## config.mk

```make
export PLATFORM = sky130hd
export DESIGN_NAME = rdc_core
export DESIGN_NICKNAME = d
export VERILOG_FILES = /design/src/inc/rdc_pkg.sv /design/src/rtl/rdc_core.sv
export VERILOG_INCLUDE_DIRS = /design/src /design/src/inc
export SDC_FILE = /design/constraint.sdc
export NUM_CORES = 1
export LEC_CHECK = 0
export BUFFER_PORTS_ARGS = -buffer_cell sky130_fd_sc_hd__buf_2
export CAP_MARGIN = 20
export CORE_AREA = 2 2 164 166
export DETAILED_ROUTE_END_ITERATION = 10
export DIE_AREA = 0 0 166 168
export GPL_ROUTABILITY_DRIVEN = 0
export PLACE_DENSITY = 0.74
export REMOVE_ABC_BUFFERS = 1
export SKIP_LAST_GASP = 1
export SYNTH_ARGS = -nofsm -noshare
export SYNTH_HDL_FRONTEND = slang
export SYNTH_SLANG_ARGS = --single-unit
```

## constraint.sdc

```tcl
create_clock -name clk_i -period 4.2 [get_ports clk_i]
set_input_delay 0.42 -clock clk_i [delete_from_list [all_inputs] [get_ports clk_i]]
set_output_delay 0.42 -clock clk_i [all_outputs]
set_load 0.02 [all_outputs]
```

## src/inc/rdc_regs.svh

```systemverilog
// Purpose: register indices, fields, codes and timing of the direct command block
// Assumes: byte address on the bus is four times the register index
// Notes: figures shared by the bench and the rtl live here; sequencer codes live in the package
`ifndef RDC_REGS_SVH
`define RDC_REGS_SVH
`define RDC_IX_CMD 6'h00
`define RDC_IX_CAL 6'h10
`define RDC_IX_TST 6'h11
`define RDC_IX_OPT 6'h12
`define RDC_IX_ADC 6'h19
`define RDC_IX_LEN1 6'h1d
`define RDC_IX_LEN2 6'h1e
`define RDC_IX_FIFO 6'h1f
`define RDC_IX_STAT 6'h20
`define RDC_LEN1_RST 8'h00
`define RDC_LEN2_RST 8'h00
`define RDC_CAL_RST 8'h00
`define RDC_FLAG_POS 0
`define RDC_BITS_LSB 1
`define RDC_CNT_LSB 4
`define RDC_OPT_HP_POS 0
`define RDC_CMD_MSB 7
`define RDC_C_IDLE 8'h80
`define RDC_C_HOP_MAIN 8'h84
`define RDC_C_HOP_AUX 8'h85
`define RDC_C_ADC 8'h87
`define RDC_C_CAL 8'h88
`define RDC_C_CAL_DN 8'h89
`define RDC_C_CAL_UP 8'h8a
`define RDC_C_FIFO_RST 8'h8f
`define RDC_C_TX_CRC 8'h90
`define RDC_C_TX_HDR 8'h91
`define RDC_C_TX_NOCRC 8'h92
`define RDC_C_DLY_NOCRC 8'h93
`define RDC_C_DLY_CRC 8'h94
`define RDC_C_RX_BLOCK 8'h96
`define RDC_C_RX_EN 8'h97
`define RDC_C_QUERY 8'h98
`define RDC_C_QADJ_DN 8'h9c
`define RDC_C_REQ_RN 8'h9f
`define RDC_MSEL_MIX1 3'h1
`define RDC_MSEL_MIX2 3'h2
`define RDC_MSEL_PIN 3'h3
`define RDC_CAL_MAX 4'hf
`define RDC_FIFO_DEPTH 24
`define RDC_CLK_NS 100
`define RDC_ADC_NS 20000
`define RDC_ADC_CYC ((`RDC_ADC_NS + `RDC_CLK_NS - 1) / `RDC_CLK_NS)
`endif

```

## src/inc/rdc_pkg.sv

```systemverilog
// Purpose: shared types of the direct command block
// Assumes: nothing beyond the register header
// Notes: one-hot sequencer codes
package rdc_pkg;
    typedef enum logic [2:0] {
        st_idle = 3'b001,
        st_adc = 3'b010,
        st_cal = 3'b100
    } rdc_state_type;
endpackage

```

## src/rtl/rdc_core.sv

```systemverilog
// Purpose: direct command decoder, transmit length registers and data fifo
// Assumes: strobes other than enable_i come from logic on clk_i
// Notes: avalon slave answers every request on its second edge
// Contract
// - length register one holds count bits 11..4, clears on reset and transmit end
// - length register two holds count bits 3..0, partial bits and partial flag
// - partial bit count only counts while the partial flag is one
// - length register two is write only; reads never return written value
// - reads of register two give last received byte valid bits, updated per reception
// - twenty four byte circular fifo sits at the data port
// - every command code has its top bit set
// - fifo reset, receiver block/enable, ack, nak, new handle are decoded; idle falls through ignored
// - 90 crc, 91 crc with header bit, 92 no crc transmit
// - 93 delayed without crc, 94 delayed with crc
// - 98 query with crc5 no receive crc; 99..9c no crc either way
// - 84 selects main divider, also the reset selection
// - 85 selects auxiliary divider until another hop
// - 87 starts one adc conversion into the readout register
// - measurement select 1,2 mixers, 3 pin, rest test
// - 88 runs filter calibration, result into calibration register
// - 89 lowers calibration value one step of sixteen
// - 8a raises calibration value one step, kept in range
// - highpass select option picks which filter section steps adjust
// - fifo reset clears pointers, interrupt flags and collision location
`include "rdc_regs.svh"
module rdc_core #(
    parameter int DEPTH = `RDC_FIFO_DEPTH,
    parameter int ADC_CYCLES = `RDC_ADC_CYC
) (
    input wire logic clk_i,
    input wire logic reset_i,
    input wire logic enable_i,
    input wire logic [7:0] avm_address_i,
    input wire logic avm_read_i,
    input wire logic avm_write_i,
    input wire logic [31:0] avm_writedata_i,
    output logic [31:0] avm_readdata_o,
    output logic avm_waitrequest_o,
    input wire logic tx_eof_i,
    input wire logic rx_done_i,
    input wire logic [4:0] rx_valid_bits_i,
    input wire logic rx_push_i,
    input wire logic [7:0] rx_data_i,
    input wire logic tx_pop_i,
    output logic [7:0] tx_data_o,
    output logic [4:0] fifo_count_o,
    input wire logic [7:0] adc_data_i,
    input wire logic cal_done_i,
    input wire logic [7:0] cal_result_i,
    output logic [11:0] complete_byte_count_o,
    output logic partial_flag_o,
    output logic [2:0] partial_byte_bits_o,
    output logic pll_aux_sel_o,
    output logic adc_start_o,
    output logic [2:0] adc_msel_o,
    output logic adc_test_o,
    output logic cal_start_o,
    output logic [3:0] cal_lp_o,
    output logic [3:0] cal_hp_o,
    output logic rx_block_o,
    output logic fifo_reset_o,
    output logic tx_start_o,
    output logic [7:0] tx_cmd_o,
    output logic tx_crc16_o,
    output logic tx_crc5_o,
    output logic rx_crc_off_o,
    output logic header_bit_o,
    output logic tx_delayed_o,
    output rdc_pkg::rdc_state_type seq_state_o
);
    import rdc_pkg::*;

    // enable pin is asynchronous; low acts as reset
    logic en_s1;
    logic en_s2;
    always_ff @(posedge clk_i) begin
        en_s1 <= reset_i ? 1'b0 : enable_i;
        en_s2 <= reset_i ? 1'b0 : en_s1;
    end
    wire rst = reset_i | ~en_s2;

    // bus handshake: first edge captures, second edge completes
    logic ack;
    wire req = avm_read_i | avm_write_i;
    wire take = req & ~ack;
    wire wr_done = avm_write_i & ack;
    wire rd_done = avm_read_i & ack;
    wire [5:0] ix = avm_address_i[7:2];
    wire [7:0] wd = avm_writedata_i[7:0];
    assign avm_waitrequest_o = take;
    always_ff @(posedge clk_i) begin
        ack <= rst ? 1'b0 : take;
    end

    function automatic logic hit(input logic [5:0] a, input logic [5:0] r);
        hit = (a == r);
    endfunction

    // registers
    logic [7:0] len1;
    logic [7:0] len2;
    logic [4:0] rx_bits;
    logic [2:0] msel;
    logic opt_hp;
    logic [7:0] adc_reg;
    logic [3:0] lp;
    logic [3:0] hp;
    logic aux;
    logic rxb;

    // command decode
    wire cmd_go = wr_done & hit(ix, `RDC_IX_CMD) & wd[`RDC_CMD_MSB];
    function automatic logic is_c(input logic go, input logic [7:0] w, input logic [7:0] c);
        is_c = go & (w == c);
    endfunction
    rdc_state_type state;
    wire idle_st = (state == st_idle);
    wire c_main = is_c(cmd_go, wd, `RDC_C_HOP_MAIN);
    wire c_aux = is_c(cmd_go, wd, `RDC_C_HOP_AUX);
    wire c_adc = is_c(cmd_go, wd, `RDC_C_ADC) & idle_st;
    wire c_cal = is_c(cmd_go, wd, `RDC_C_CAL) & idle_st;
    wire c_dn = is_c(cmd_go, wd, `RDC_C_CAL_DN) & idle_st;
    wire c_up = is_c(cmd_go, wd, `RDC_C_CAL_UP) & idle_st;
    wire c_frst = is_c(cmd_go, wd, `RDC_C_FIFO_RST);
    wire c_rxb = is_c(cmd_go, wd, `RDC_C_RX_BLOCK);
    wire c_rxe = is_c(cmd_go, wd, `RDC_C_RX_EN);
    // transmit family: 90..94 and 98..9f, 95 and others fall through unused
    wire tx_lo = (wd >= `RDC_C_TX_CRC) & (wd <= `RDC_C_DLY_CRC);
    wire tx_hi = (wd >= `RDC_C_QUERY) & (wd <= `RDC_C_REQ_RN);
    wire tx_go = cmd_go & (tx_lo | tx_hi);

    // length registers and receive bit count
    wire wr_len1 = wr_done & hit(ix, `RDC_IX_LEN1);
    wire wr_len2 = wr_done & hit(ix, `RDC_IX_LEN2);
    always_ff @(posedge clk_i) begin
        if (rst | tx_eof_i) begin
            len1 <= `RDC_LEN1_RST;
        end else if (wr_len1) begin
            len1 <= wd;
        end
    end
    always_ff @(posedge clk_i) begin
        if (rst) begin
            len2 <= `RDC_LEN2_RST;
        end else if (wr_len2) begin
            len2 <= wd;
        end
    end
    always_ff @(posedge clk_i) begin
        if (rst) begin
            rx_bits <= 5'h00;
        end else if (rx_done_i) begin
            rx_bits <= rx_valid_bits_i;
        end
    end
    assign complete_byte_count_o = {len1, len2[7:`RDC_CNT_LSB]};
    assign partial_flag_o = len2[`RDC_FLAG_POS];
    assign partial_byte_bits_o = partial_flag_o ? len2[3:`RDC_BITS_LSB] : 3'h0;

    // options and test setting
    always_ff @(posedge clk_i) begin
        if (rst) begin
            msel <= 3'h0;
            opt_hp <= 1'b0;
        end else begin
            if (wr_done & hit(ix, `RDC_IX_TST)) msel <= wd[2:0];
            if (wr_done & hit(ix, `RDC_IX_OPT)) opt_hp <= wd[`RDC_OPT_HP_POS];
        end
    end
    assign adc_msel_o = msel;
    assign adc_test_o = (msel != `RDC_MSEL_MIX1) & (msel != `RDC_MSEL_MIX2)
        & (msel != `RDC_MSEL_PIN);

    // hop selection and receiver block
    always_ff @(posedge clk_i) begin
        if (rst | c_main) begin
            aux <= 1'b0;
        end else if (c_aux) begin
            aux <= 1'b1;
        end
    end
    assign pll_aux_sel_o = aux;
    // block command wins over a transmit end in the same cycle
    always_ff @(posedge clk_i) begin
        if (rst) begin
            rxb <= 1'b0;
        end else if (c_rxb) begin
            rxb <= 1'b1;
        end else if (c_rxe | tx_eof_i) begin
            rxb <= 1'b0;
        end
    end
    assign rx_block_o = rxb;

    // transmit command attributes, held until next transmit command
    always_ff @(posedge clk_i) begin
        if (rst) begin
            tx_start_o <= 1'b0;
            tx_cmd_o <= 8'h00;
            tx_crc16_o <= 1'b0;
            tx_crc5_o <= 1'b0;
            rx_crc_off_o <= 1'b0;
            header_bit_o <= 1'b0;
            tx_delayed_o <= 1'b0;
        end else begin
            tx_start_o <= tx_go;
            if (tx_go) begin
                tx_cmd_o <= wd;
                tx_crc16_o <= (wd <= `RDC_C_TX_HDR) | (wd == `RDC_C_DLY_CRC);
                tx_crc5_o <= (wd == `RDC_C_QUERY);
                rx_crc_off_o <= tx_hi & (wd <= `RDC_C_QADJ_DN);
                header_bit_o <= (wd == `RDC_C_TX_HDR);
                tx_delayed_o <= (wd == `RDC_C_DLY_NOCRC) | (wd == `RDC_C_DLY_CRC);
            end
        end
    end

    // adc and calibration sequencer
    logic [8:0] cnt;
    wire cnt_end = (cnt == 9'h000);
    always_ff @(posedge clk_i) begin
        if (rst) begin
            state <= st_idle;
            cnt <= 9'h000;
        end else begin
            unique case (state)
                st_idle: begin
                    cnt <= 9'(ADC_CYCLES - 1);
                    if (c_adc) state <= st_adc;
                    else if (c_cal) state <= st_cal;
                end
                st_adc: begin
                    cnt <= cnt - 9'h001;
                    if (cnt_end) state <= st_idle;
                end
                st_cal: begin
                    if (cal_done_i) state <= st_idle;
                end
            endcase
        end
    end
    always_ff @(posedge clk_i) begin
        adc_start_o <= ~rst & c_adc;
        cal_start_o <= ~rst & c_cal;
    end
    always_ff @(posedge clk_i) begin
        if (rst) begin
            adc_reg <= 8'h00;
        end else if ((state == st_adc) & cnt_end) begin
            adc_reg <= adc_data_i;
        end
    end
    assign seq_state_o = state;

    // calibration steps saturate; each section has its own nibble
    wire dn_lp = c_dn & ~opt_hp & (lp != 4'h0);
    wire up_lp = c_up & ~opt_hp & (lp != `RDC_CAL_MAX);
    wire dn_hp = c_dn & opt_hp & (hp != 4'h0);
    wire up_hp = c_up & opt_hp & (hp != `RDC_CAL_MAX);
    wire cal_ld = (state == st_cal) & cal_done_i;
    always_ff @(posedge clk_i) begin
        if (rst) begin
            {hp, lp} <= `RDC_CAL_RST;
        end else if (cal_ld) begin
            {hp, lp} <= cal_result_i;
        end else begin
            lp <= lp - {3'h0, dn_lp} + {3'h0, up_lp};
            hp <= hp - {3'h0, dn_hp} + {3'h0, up_hp};
        end
    end
    assign cal_lp_o = lp;
    assign cal_hp_o = hp;

    // fifo: host side has priority over link side on push; host and link pops merge into one pop
    logic [7:0] mem [DEPTH];
    logic [4:0] wp;
    logic [4:0] rp;
    logic [4:0] count;
    wire full = (count == 5'(DEPTH));
    wire empty = (count == 5'h00);
    wire h_push = wr_done & hit(ix, `RDC_IX_FIFO);
    wire h_pop = rd_done & hit(ix, `RDC_IX_FIFO);
    wire push = (h_push | rx_push_i) & ~full;
    wire pop = (h_pop | tx_pop_i) & ~empty;
    wire [7:0] push_d = h_push ? wd : rx_data_i;
    function automatic logic [4:0] nxt(input logic [4:0] p);
        nxt = (p == 5'(DEPTH - 1)) ? 5'h00 : p + 5'h01;
    endfunction
    always_ff @(posedge clk_i) begin
        if (rst | c_frst) begin
            wp <= 5'h00;
            rp <= 5'h00;
            count <= 5'h00;
        end else begin
            if (push) wp <= nxt(wp);
            if (pop) rp <= nxt(rp);
            count <= count + {4'h0, push} - {4'h0, pop};
        end
    end
    always_ff @(posedge clk_i) begin
        if (push) mem[wp] <= push_d;
    end
    // interrupt flags and collision store sit outside; they clear on this pulse
    always_ff @(posedge clk_i) begin
        fifo_reset_o <= ~rst & c_frst;
    end
    assign tx_data_o = mem[rp];
    assign fifo_count_o = count;

    // read mux; command and unmapped words read zero
    wire [7:0] stat = {4'h0, ~idle_st, rxb, state == st_cal, aux};
    wire [7:0] rd_mux =
        hit(ix, `RDC_IX_LEN1) ? len1 :
        hit(ix, `RDC_IX_LEN2) ? {3'h0, rx_bits} :
        hit(ix, `RDC_IX_FIFO) ? (empty ? 8'h00 : mem[rp]) :
        hit(ix, `RDC_IX_CAL) ? {hp, lp} :
        hit(ix, `RDC_IX_TST) ? {5'h00, msel} :
        hit(ix, `RDC_IX_OPT) ? {7'h00, opt_hp} :
        hit(ix, `RDC_IX_ADC) ? adc_reg :
        hit(ix, `RDC_IX_STAT) ? stat : 8'h00;
    always_ff @(posedge clk_i) begin
        if (rst) begin
            avm_readdata_o <= 32'h0000_0000;
        end else if (take & avm_read_i) begin
            avm_readdata_o <= {24'h00_0000, rd_mux};
        end
    end
endmodule

```

==> flow_summary.toml <==
[layout]
top_regs = "mem: 192 flops, cnt: 9 flops"
design_area_um2 = 14770
fill_cells = 2114
top_register = "mem"
nets = 1208
final_util = 0.5604
largest_reg_flops = 192
area_delta_synth_final_pct = 14.02
drive_gt1_frac = 0.2286

[cts]
cts_root_buf = "clkbuf_16"
insertion_delay_ns = 0.55
htree_levels = 1
cts_hold_repair.buffers = 0
clk_pin_slew_ns = 0.06
cts_tree = "yes"
cts_buffer_depth = 3
clock-sinks = 295
cts_made_buffers = 30
cts_resized = 0
cts_setup_buffers = 0

[setup_path]
required_ns = 3.78
ff2ff_path_depth = 13
crit_path_start_kind = "flip-flop"
critPathTopFamily = "flip-flops"
crit_chain = "mux4_2, mux2_2, nand2_1, o311ai_0, buf_2"
cp_slowest_stage_delay_ns = 1.00
cp_max_fo = 52
path_class = "flip-flop to output pin"
worstReg2RegStart = "ack"
slowest_stage = "dfxtp_4"
arrival_ns = 3.21
crit_buf_inv = 1
worstReg2RegEnd = "cal_hp_o[2]"
regToRegSetupSlack_ns = 0.90
end_kind = "output pin"

[synthesis]
ys_ff_latch = 295
postSynth.asyncResetShare = 0
synth_ff_type = "edfxtp_1"
syn_area_um2 = 12950
synth_top_area_share = 0.4452
synth-edff-count = 192
yosys.area.top_type = "edfxtp_1"
synth_cells = 985
synth_cell_types = 75
synth_seq_area_share = 0.6044
yosysWarningCount = 0
syn_area_per_cell_um2 = 13.15
synthTopCellsByArea = "edfxtp_1 (45%), dfxtp_1 (16%), mux2i_1 (6.2%)"

[die]
die_h_um = 168
die_x_um = 166
initial_core_util = 0.4915
io_pins = 175
fp.dieArea_um2 = 27890
rows = 60
coreArea_um2 = 26350

[placement]
io_buffers = 124
dpl_cell_area_um2 = 13770
post-dp-hpwl_mm = 20.54

[timing]
period_share = 0.8644
setup_tns_ns = 0
fmax_mhz = 275.4
setup_viol = 0
worst_pin_slew_ns = 0.9758
fin_crit_ns = 3.631
fin_skew_ns = 0.01326
slew_violations = 0
rsz0062_at_grt = "no"
max-slew-margin-rel = 0.3412
hold_viol = 0

[route]
wl_per_cell_um = 20.35
drtIter0Drc = 780
ant_nets = 0
dr.pass1.iters = 5
drc = 0
num_vias = 8308
routed_wl_mm = 29.89
vias_per_cell = 5.656

[pwr]
powerDensity_nw_per_um2 = 401.0
leakage_nw = 5.207
fin_total_pwr_mw = 5.921
ir_drop_v = 0.0003563

[status]
status = "finished clean"

[hold_path]
min_path_cells = 2
hp-class = "input port to flip-flop"
hp-start = "reset_i"
hold_end = "en_s2"

[global_route]
grt_pass1_wl_mm = 46.15
antenna_found_initial = 1
grt_max_degree = 53
grt_pass1_vias = 8085
track_usage = 0.2115
grt_overflow = 0

[run]
drv_cap = 0
==> through the flow <==
stage          worst slack (ns)  instances  hold slack [ns]
2_1_floorplan            0.3644        935           0.4138
3_3_place_gp             0.3939       1410           0.4247
3_5_place_dp             0.3382       1410           0.4267
4_1_cts                  0.4580       1465          0.05365
5_1_grt                  0.3869       1466          0.07863
6_report                 0.5694       1469          0.06425
==> cells in the mapped netlist, types with 3 or more instances <==
cell,count
a211oi_1,11
a21boi_0,3
a21o_1,3
a21oi_1,26
a221oi_1,4
a22oi_1,7
a311oi_1,3
a31oi_1,5
and2_1,17
and3_1,5
buf_1,8
buf_2,10
buf_4,30
clkbuf_1,25
dfxtp_1,103
edfxtp_1,192
fa_1,3
ha_1,25
inv_1,32
mux2_2,22
mux2i_1,80
mux4_2,34
nand2_1,52
nand2b_1,11
nand3_1,23
nand3b_1,3
nand4_1,7
nor2_1,110
nor2b_1,15
nor3_1,20
nor3b_1,6
nor4_1,5
o211ai_1,4
o21a_1,4
o21ai_0,9
o311ai_0,4
or3_1,4
or4_1,4
xnor2_1,7
xor2_1,4
==> cells in the final DEF (no fill, tap or decap), types with 5 or more instances in the layout <==
master	n
edfxtp_1	192
buf_2	124
nor2_1	110
dfxtp_1	101
mux2i_1	80
nand2_1	52
mux4_2	34
inv_1	32
clkbuf_16	32
a21oi_1	26
ha_1	25
conb_1	24
nand3_1	23
mux2_2	22
nor3_1	20
and2_1	17
nor2b_1	15
a211oi_1	11
nand2b_1	10
buf_4	10
o21ai_0	9
nand4_1	7
a22oi_1	7
xnor2_1	7
clkinv_2	7
clkbuf_1	7
nor4_1	5
and3_1	5
nor3b_1	5
a31oi_1	5
==> layer usage <==
layer  GRT usage  vias up  share of wire
li1            -     3852              -
met1      0.2786     4067           0.41
met2      0.3610      340           0.49
met3     0.03409       49          0.068
met4     0.06881        0          0.025
met5           0        -              0
==> area by class of cell <==
class | instances | area (um^2) | area share
Multi-Input combinational cell | 608 | 4697 | 0.3181
Tap cell | 341 | 426.7 | 0.02890
Timing Repair Buffer | 134 | 695.7 | 0.04711
Antenna cell | 4 | 10.01 | 0.0006779
Inverter | 32 | 120.1 | 0.008135
Clock inverter | 13 | 123.9 | 0.008389
Sequential cell | 295 | 7833 | 0.5305
Clock buffer | 42 | 859.6 | 0.05822
==> power breakdown <==
group / total, mW / switching, mW / leakage (nW) / internal, mW
clock: 2.63 / 1.08 / 0.487 / 1.55
combinational: 0.191 / 0.137 / 2.16 / 0.0542
sequential: 3.10 / 0.00491 / 2.56 / 3.09
==> how the worst max path moves through the flow <==
stage / start / slack (ns) / cells past startpoint / to
final: flip-flop / 0.57 / 5 / tx_data_o[1]
after global routing: flip-flop / 0.39 / 5 / tx_data_o[0]
after CTS: flip-flop / 0.46 / 5 / tx_data_o[1]
after detailed placement: avm_address_i[3] / 0.34 / 14 / cal_hp_o[2]
after global placement: avm_address_i[3] / 0.39 / 14 / cal_hp_o[2]
after floorplan: flip-flop / 0.36 / 5 / avm_readdata_o[1]
==> cells by family (layout without fill, tap and decap cells) <==
family          after synthesis  in the layout  synth area share
buf+inv                     105            221           0.04010
other cells                   1             28         0.0002896
compound gates              106            106           0.06058
mux                         136            136            0.1401
simple gates                303            303            0.1183
flops                       295            295            0.6044
xor+xnor                     11             11          0.007439
fa+ha+maj                    28             28           0.02879
Note: power is estimated with default switching activity, not from simulation.
